--- config.mk ---
export PLATFORM = sky130hd
export DESIGN_NAME = pll_ctrl
export DESIGN_NICKNAME = d
export VERILOG_FILES = /design/src/pll_ctrl_pkg.sv /design/src/pfd_if.sv /design/src/pll_ctrl.sv /design/src/pfd_core.sv
export VERILOG_INCLUDE_DIRS = /design/src
export SDC_FILE = /design/constraint.sdc
export NUM_CORES = 1
export LEC_CHECK = 0
export BUFFER_PORTS_ARGS = -buffer_cell sky130_fd_sc_hd__buf_2
export CAP_MARGIN = 15
export CORE_ASPECT_RATIO = 0.9
export CORE_MARGIN = 10
export CORE_UTILIZATION = 56
export DETAILED_ROUTE_END_ITERATION = 10
export PLACE_DENSITY = 0.92
export REMOVE_ABC_BUFFERS = 1
export SLEW_MARGIN = 0
export SYNTH_ARGS = -nofsm -noshare
export SYNTH_HDL_FRONTEND = slang
export SYNTH_SLANG_ARGS = --single-unit
--- constraint.sdc ---
create_clock -name clk_i -period 3.55 [get_ports clk_i]
set_input_delay 0.1775 -clock clk_i [delete_from_list [all_inputs] [get_ports clk_i]]
set_output_delay 0.1775 -clock clk_i [all_outputs]
set_load 0.01 [all_outputs]
--- src/pll_ctrl_defines.svh ---
// register indices, field positions, codes and reset values of the loop control block
`ifndef PLL_CTRL_DEFINES_SVH
`define PLL_CTRL_DEFINES_SVH

// ***********************************************
// register indices (byte address = index * 4)
// ***********************************************
`define IDX_LOOP      10'h010
`define IDX_DET       10'h017
`define IDX_REF       10'h01c
`define IDX_UPDATE    10'h232
`define IDX_OSC       10'h0f0
`define IDX_STATUS    10'h0f1

// ***********************************************
// field positions
// ***********************************************
`define LOOP_PWR      1:0
`define LOOP_CPM      6:4
`define LOOP_POL      7
`define DET_ABL       1:0
`define DET_CUR       4:2
`define REF_DIFF      0
`define REF_SE1_PD    1
`define REF_SE2_PD    2
`define OSC_EXT       0
`define UPD_FIELD     7:0

// ***********************************************
// field codes
// ***********************************************
`define PWR_ON        2'h0
`define PWR_DOWN      2'h1
`define CPM_HIZ       3'h0
`define CPM_UP        3'h1
`define CPM_DOWN      3'h2
`define CPM_NORMAL    3'h3
`define UPDATE_GO     8'h01

// ***********************************************
// reset values
// ***********************************************
`define RST_LOOP      8'h01
`define RST_DET       8'h00
`define RST_REF       8'h06
`define RST_OSC       8'h00
`define RST_WORD      32'h0000_0000

`endif

--- src/pll_ctrl_pkg.sv ---
// state types of the loop control block and its phase detector
package pll_ctrl_pkg;

  typedef struct packed {
    logic [7:0]  stg_loop;
    logic [7:0]  stg_det;
    logic [7:0]  stg_ref;
    logic [7:0]  stg_osc;
    logic [7:0]  act_loop;
    logic [7:0]  act_det;
    logic [7:0]  act_ref;
    logic [7:0]  act_osc;
    logic        pready;
    logic        pslverr;
    logic [31:0] prdata;
    logic        up;
    logic        down;
    logic        hiz;
    logic [2:0]  cur;
    logic [1:0]  abl;
    logic        loop_pd;
    logic        diff_pw;
    logic        se1_pw;
    logic        se2_pw;
    logic        ext;
  } ctrl_state_s;

  typedef struct packed {
    logic [1:0] ref_sync;
    logic       ref_last;
    logic [1:0] fb_sync;
    logic       fb_last;
    logic       up;
    logic       down;
    logic [1:0] cnt;
  } pfd_state_s;

endpackage

--- src/pfd_if.sv ---
// link between the loop controller and its phase detector
`timescale 1ns/1ps
interface pfd_if;
  logic       en;
  logic [1:0] abl;
  logic       up;
  logic       down;

  modport ctrl (output en, output abl, input up, input down);
  modport core (input en, input abl, output up, output down);
endinterface

--- src/pll_ctrl.sv ---
// loop control registers, charge pump drive and reference buffer power gating
//
// Behaviour
// - A three-bit mode field sets the pump to high impedance, normal locking, forced up or forced down.
// - A three-bit current field gives eight pump current steps scaled by the set resistor.
// - A two-bit field sets the antibacklash pulse width of the phase detector.
// - The detector compares reference and feedback divider edges and commands pump up or down.
// - Software picks one differential or two single-ended references and the block routes accordingly.
// - All reference buffers are off after power-up until software enables one.
// - The differential buffer is off when the loop is down or differential mode is not selected.
// - Each single-ended buffer is off when the loop is down or its own power-down bit is set.
// - Differential mode forces both single-ended buffers off.
// - Detector polarity acts only when the external oscillator is selected.
// - Software selects the on-chip or external oscillator as the feedback source.
// - The polarity bit clear means positive, set means negative polarity.
// - Loop power code 00b runs the loop and 01b powers it down.
// - Staged settings become active only when software writes one to the update register.
`timescale 1ns/1ps
`include "pll_ctrl_defines.svh"
module pll_ctrl
#(
  parameter int ADDR_W = 12
)
(
  input  wire logic              clk_i,
  input  wire logic              nrst_i,
  input  wire logic              psel_i,
  input  wire logic              penable_i,
  input  wire logic              pwrite_i,
  input  wire logic [ADDR_W-1:0] paddr_i,
  input  wire logic [31:0]       pwdata_i,
  output logic [31:0]            prdata_o,
  output logic                   pready_o,
  output logic                   pslverr_o,
  input  wire logic              ref_div_i,
  input  wire logic              fb_div_i,
  output logic                   pump_up_o,
  output logic                   pump_down_o,
  output logic                   pump_hiz_o,
  output logic [2:0]             pump_current_o,
  output logic [1:0]             antibacklash_o,
  output logic                   loop_power_down_o,
  output logic                   diff_ref_power_o,
  output logic                   first_se_power_o,
  output logic                   second_se_power_o,
  output logic                   feedback_external_o
);
  import pll_ctrl_pkg::*;

  if (ADDR_W < 12)
  begin : g_bad_addr
    $error("pll_ctrl: address bus too narrow for the register map");
  end

  ctrl_state_s st_reg;
  ctrl_state_s st_next;
  pfd_if       pfd ();

  logic        acc;
  logic        wr_fire;
  logic [9:0]  idx;
  logic        mapped;
  logic [31:0] rd_word;
  logic        upd_fire;
  logic        loop_on;
  logic        neg_pol;
  logic        det_up;
  logic        det_down;
  logic        addr_high;

  // ***********************************************
  // phase detector
  // ***********************************************
  pfd_core #(
    .ABL_W (2)
  ) u_pfd (
    .clk_i     (clk_i),
    .nrst_i    (nrst_i),
    .ref_div_i (ref_div_i),
    .fb_div_i  (fb_div_i),
    .pfd       (pfd.core)
  );

  assign pfd.en  = loop_on;
  assign pfd.abl = st_reg.act_det[`DET_ABL];

  // ***********************************************
  // address bits above the register map
  // ***********************************************
  if (ADDR_W > 12)
  begin : g_addr_high
    assign addr_high = |paddr_i[ADDR_W-1:12];
  end
  else
  begin : g_addr_exact
    assign addr_high = 1'b0;
  end

  // ***********************************************
  // bus decode and read mux
  // ***********************************************
  always_comb
  begin
    idx     = paddr_i[11:2];
    acc     = psel_i & penable_i & ~st_reg.pready;
    wr_fire = psel_i & penable_i & st_reg.pready & pwrite_i & ~st_reg.pslverr;
    mapped  = 1'b1;
    rd_word = `RST_WORD;
    case (idx)
      `IDX_LOOP:   rd_word[7:0] = st_reg.stg_loop;
      `IDX_DET:    rd_word[7:0] = st_reg.stg_det;
      `IDX_REF:    rd_word[7:0] = st_reg.stg_ref;
      `IDX_OSC:    rd_word[7:0] = st_reg.stg_osc;
      `IDX_UPDATE: rd_word[7:0] = 8'h00;
      `IDX_STATUS: rd_word[7:0] = {st_reg.ext, st_reg.loop_pd, st_reg.hiz,
                                   st_reg.down, st_reg.up, st_reg.se2_pw,
                                   st_reg.se1_pw, st_reg.diff_pw};
      default:     mapped = 1'b0;
    endcase
    if (paddr_i[1:0] != 2'h0 || addr_high)
      mapped = 1'b0;
    upd_fire = wr_fire && idx == `IDX_UPDATE
               && pwdata_i[`UPD_FIELD] == `UPDATE_GO;
  end

  // ***********************************************
  // derived loop controls from the active copy
  // ***********************************************
  always_comb
  begin
    loop_on  = st_reg.act_loop[`LOOP_PWR] == `PWR_ON;
    // polarity only swaps the pump sense on the external oscillator
    neg_pol  = st_reg.act_loop[`LOOP_POL] & st_reg.act_osc[`OSC_EXT];
    det_up   = neg_pol ? pfd.down : pfd.up;
    det_down = neg_pol ? pfd.up : pfd.down;
  end

  // ***********************************************
  // next state
  // ***********************************************
  always_comb
  begin
    st_next = st_reg;

    // bus answer: one wait cycle, then pready for one cycle
    st_next.pready  = acc;
    st_next.pslverr = acc & ~mapped;
    if (acc)
      st_next.prdata = (mapped && !pwrite_i) ? rd_word : `RST_WORD;

    if (wr_fire)
    begin
      case (idx)
        `IDX_LOOP: st_next.stg_loop = pwdata_i[7:0];
        `IDX_DET:  st_next.stg_det  = pwdata_i[7:0];
        `IDX_REF:  st_next.stg_ref  = pwdata_i[7:0];
        `IDX_OSC:  st_next.stg_osc  = pwdata_i[7:0];
        default:   st_next.stg_loop = st_reg.stg_loop;
      endcase
    end

    if (upd_fire)
    begin
      st_next.act_loop = st_reg.stg_loop;
      st_next.act_det  = st_reg.stg_det;
      st_next.act_ref  = st_reg.stg_ref;
      st_next.act_osc  = st_reg.stg_osc;
    end

    // charge pump drive
    st_next.cur = st_reg.act_det[`DET_CUR];
    st_next.abl = st_reg.act_det[`DET_ABL];
    st_next.up   = 1'b0;
    st_next.down = 1'b0;
    st_next.hiz  = 1'b0;
    if (!loop_on)
      st_next.hiz = 1'b1;
    else
    begin
      case (st_reg.act_loop[`LOOP_CPM])
        `CPM_NORMAL:
        begin
          st_next.up   = det_up;
          st_next.down = det_down;
        end
        `CPM_UP:   st_next.up   = 1'b1;
        `CPM_DOWN: st_next.down = 1'b1;
        default:   st_next.hiz  = 1'b1;
      endcase
    end

    // reference routing and buffer power
    st_next.loop_pd = ~loop_on;
    st_next.ext     = st_reg.act_osc[`OSC_EXT];
    st_next.diff_pw = loop_on & st_reg.act_ref[`REF_DIFF];
    st_next.se1_pw  = loop_on & ~st_reg.act_ref[`REF_DIFF]
                      & ~st_reg.act_ref[`REF_SE1_PD];
    st_next.se2_pw  = loop_on & ~st_reg.act_ref[`REF_DIFF]
                      & ~st_reg.act_ref[`REF_SE2_PD];
  end

  // ***********************************************
  // state register
  // ***********************************************
  always_ff @(posedge clk_i)
  begin
    if (!nrst_i)
    begin
      st_reg          <= '0;
      // loop down and both single-ended buffers down: every buffer off
      st_reg.stg_loop <= `RST_LOOP;
      st_reg.stg_det  <= `RST_DET;
      st_reg.stg_ref  <= `RST_REF;
      st_reg.stg_osc  <= `RST_OSC;
      st_reg.act_loop <= `RST_LOOP;
      st_reg.act_det  <= `RST_DET;
      st_reg.act_ref  <= `RST_REF;
      st_reg.act_osc  <= `RST_OSC;
      st_reg.loop_pd  <= 1'b1;
      st_reg.hiz      <= 1'b1;
    end
    else
      st_reg <= st_next;
  end

  // ***********************************************
  // outputs
  // ***********************************************
  assign prdata_o            = st_reg.prdata;
  assign pready_o            = st_reg.pready;
  assign pslverr_o           = st_reg.pslverr;
  assign pump_up_o           = st_reg.up;
  assign pump_down_o         = st_reg.down;
  assign pump_hiz_o          = st_reg.hiz;
  assign pump_current_o      = st_reg.cur;
  assign antibacklash_o      = st_reg.abl;
  assign loop_power_down_o   = st_reg.loop_pd;
  assign diff_ref_power_o    = st_reg.diff_pw;
  assign first_se_power_o    = st_reg.se1_pw;
  assign second_se_power_o   = st_reg.se2_pw;
  assign feedback_external_o = st_reg.ext;
endmodule // pll_ctrl

--- src/pfd_core.sv ---
// phase frequency detector with antibacklash hold
`timescale 1ns/1ps
module pfd_core
#(
  parameter int ABL_W = 2
)
(
  input  wire logic clk_i,
  input  wire logic nrst_i,
  input  wire logic ref_div_i,
  input  wire logic fb_div_i,
  pfd_if.core       pfd
);
  import pll_ctrl_pkg::*;

  if (ABL_W != 2)
  begin : g_bad_width
    $error("pfd_core: antibacklash field must be two bits");
  end

  pfd_state_s st_reg;
  pfd_state_s st_next;
  logic       ref_rise;
  logic       fb_rise;

  // ***********************************************
  // detector
  // ***********************************************
  always_comb
  begin
    st_next            = st_reg;
    st_next.ref_sync   = {st_reg.ref_sync[0], ref_div_i};
    st_next.fb_sync    = {st_reg.fb_sync[0], fb_div_i};
    st_next.ref_last   = st_reg.ref_sync[1];
    st_next.fb_last    = st_reg.fb_sync[1];
    ref_rise           = st_reg.ref_sync[1] & ~st_reg.ref_last;
    fb_rise            = st_reg.fb_sync[1] & ~st_reg.fb_last;
    if (!pfd.en)
    begin
      st_next.up   = 1'b0;
      st_next.down = 1'b0;
      st_next.cnt  = 2'h0;
    end
    else if (st_reg.up && st_reg.down)
    begin
      // both high: hold for abl+1 cycles, then clear together
      if (st_reg.cnt == pfd.abl)
      begin
        st_next.up   = 1'b0;
        st_next.down = 1'b0;
        st_next.cnt  = 2'h0;
      end
      else
      begin
        st_next.cnt = st_reg.cnt + 2'h1;
      end
    end
    else
    begin
      st_next.up   = st_reg.up | ref_rise;
      st_next.down = st_reg.down | fb_rise;
    end
  end

  always_ff @(posedge clk_i)
  begin
    if (!nrst_i)
      st_reg <= '0;
    else
      st_reg <= st_next;
  end

  assign pfd.up   = st_reg.up;
  assign pfd.down = st_reg.down;
endmodule // pfd_core

==> results.md <==
* Outcome: complete, no violations
* Grt ovf at 0
* Maxcap violations at 0
* Final Util at 0.6236
* Max Fclk at 0.5063 GHz
* CP arrival at 2.28 ns
* PwrDens at 432.4 nW/µm²
* Initial core utilization at 0.5835
* Initial antenna violation count at 0
* R2R cell count at 4
* EDFF count, synth at 0
* Post-Place Worst Slack at 1.389 ns
* CTS Sinks at 80
* Die Ht at 96.14 µm
* Met2 Resource Use GR at 0.3035
* Synth cell types at 49
* Final worst slack at 1.575 ns
* Placement-stage cell area at 3650 µm²
* Yosys top cell area share at 0.4440
* Predominant post-synthesis flop cell: dfxtp_1
* DPL Wire Length at 6096 µm
* Via count at 2789
* Post-synthesis mux area share at 0.1054
* Sw power at 0.3985 mW
* Clock latency on the worst-skew pair at 0.36 ns
* Synth Area in Adders at 0
* Combinational family with the most area after synthesis: simple AND/OR/NAND/NOR gates
* Clock power share at 0.412
* I/O pins at 98
* Largest net degree at the start of global routing at 45
* Synth async-reset ratio at 0
* Synth Instances at 385
* Fillcell total at 523
* Leak at 1.839 nW
* Vias in the first global route at 2796
* Period Utilization, post-route at 0.5563
* Met3 usage at 0.06947
* Unrepaired setup endpoints after global routing: no
* Worst-path clk slew at 0.08 ns
* Antenna diodes at 0
* ANT nets after route at 0
* Crit. Startpoint: pready_o$_SDFF_PN0_
* Comb pwr share at 0.047
* Reg-to-reg endpoint: prdata_o[3]$_SDFFE_PN0P_
* Worst Max-Slew Pin Slew at 0.9555 ns
* Grt met1 use at 0.1905
* H-tree Lvls at 3
* Placed cell count at 492
* Setup TNS at 0 ns
* Gr busiest metal: met2
* Vias/cell at 5.490
* Int Pwr at 1.268 mW
* Crit start category: register
* Synthesized area at 3607 µm²
* Die W at 104.6 µm
* Clk root buf: clkbuf_8
* Sw frac at 0.2391
* Largest register FFs at 41
* Num CTS Buffers at 9
* Commonest non-fill, non-tap cells in the layout: dfxtp_1, nand2_1, buf_2, nor2_1, mux2i_1
* Crit. End Element: register
* TritonRoute pass-1 iters at 5
* Min Tclk post-route at 1.975 ns
* Hold-fix buffers, CTS at 0
* Port buffer count at 49
* Post-synthesis register bit count at 80
* Hold crit path type: input port to register
* Worst setup endpoint: prdata_o[3]$_SDFFE_PN0P_
* WHS at 0.01851 ns
* Sequential share of power at 0.541
* Hold Fails Final Rpt at 0
* GRT Total Usage at 0.1729
* Gpl congestion at 0.8827
* Post-Synth Simple-Gate Area at 0.2033
* VDD IR max at 0.0002761 V
* Avg WL per Cell at 16.92 µm
* Most common cell after layout, fill and taps aside: dfxtp_1
* CTS tree: built
* Die ar. at 10060 µm²
* Seq/Total Area, Yosys at 0.4440
* Fin nets at 467
* Final instance area at 3855 µm²
* Core footprint at 6182 µm²
* Non-Filler Instances at 508
* Compound-Gate Fraction of Synth Area at 0.1228
* Post-cts resize count at 0
* Top cells by area, synth: dfxtp_1, mux2i_1, buf_4
* Yosys warning total at 0
* Final Slew Violations at 0
* Post-synthesis xor/xnor area fraction at 0.004856
* First-pass GRT wire length at 13970 µm
* Remaining DRCs at 0
* Design Power at 1.667 mW
* WP data required at 3.85 ns
* Post-CTS setup buffer count at 0
* Avg Inst Size Synth at 9.369 µm²
* Reg2Reg Setup Slack at 1.58 ns
* First DRT Iteration DRCs at 254
* Max Clock Skew at 0.005115 ns
* Syn-to-layout area delta at 6.868%
* Fraction of layout cells with a size suffix above 1 at 0.2423
* Clock tree buffer depth at 2
* Cell accounting for the most synthesized area: dfxtp_1
* Crit path kind: register to register
* Worst rel slew slack at 0.3630
* Num rows at 27
* Total wire length at 8594 µm
* CP Max Fanout at 11
* Launch point of the worst reg-to-reg path: pready_o$_SDFF_PN0_
* Count of final setup violators at 0
## Yosys cell counts (4+ instances only)
library cell   n
and2_1        13
o221a_2        8
o22ai_1        4
mux2i_1       38
clkbuf_1       7
nand2_1       50
clkbuf_8       5
a21oi_1       24
and2_2        10
nor2_1        38
buf_4         38
a22oi_1        8
nor3_1         5
o21ai_0        5
dfxtp_1       80
## cells by family after synthesis
kind of cell,Yosys count
AND/OR/NAND/NOR,143
flip-flops,80
AO/OA/AOI/OAI,63
buffers and inverters,58
multiplexers,38
XOR/XNOR,2
other,1
## routing by layer
metal  wire [µm]  vias to the layer above
met1        3457                     1296
met4         162                        0
met2        4206                      146
met3         767                       15
met5           0                        -
li1            -                     1332
## critical path: stages (launching register included)
cell      delay (ns)
dfxtp_1         0.33
nand3b_1        0.35
or4_2           0.64
a21oi_2         0.35
o221a_2         0.25
## layout make-up
class | instances | area, µm² | share of cell area
inverter | 4 | 15.01 | 0.003895
clock inverter | 6 | 67.56 | 0.01753
sequential | 80 | 1602 | 0.4155
timing repair buffer | 51 | 260.3 | 0.06751
clock buffer | 10 | 137.6 | 0.03570
tap | 87 | 108.9 | 0.02824
multi-input combinational | 270 | 1664 | 0.4317
## worst min-delay path by stage
stage | end | from | depth (start not counted)
2_1_floorplan | st_reg[103]$_SDFFE_PN1P_ | nrst_i | 1
3_3_place_gp | u_pfd.st_next[6]$_SDFF_PN0_ | fb_div_i | 2
3_5_place_dp | u_pfd.st_next[6]$_SDFF_PN0_ | fb_div_i | 2
4_1_cts | u_pfd.st_next[6]$_SDFF_PN0_ | fb_div_i | 2
5_1_grt | u_pfd.st_next[9]$_SDFF_PN0_ | ref_div_i | 2
6_report | u_pfd.st_next[6]$_SDFF_PN0_ | fb_div_i | 2
## power groups by stage
stage	sequential, mW	clock [mW]	combinational [mW]
4_1_cts	0.901	0.691	0.0756
6_report	0.901	0.687	0.0788
3_3_place_gp	0.922	0	0.0735
3_5_place_dp	0.923	0	0.0751
5_1_grt	0.902	0.729	0.0862
2_1_floorplan	0.923	0	0.0335
Power figures use the tool's default switching activity.
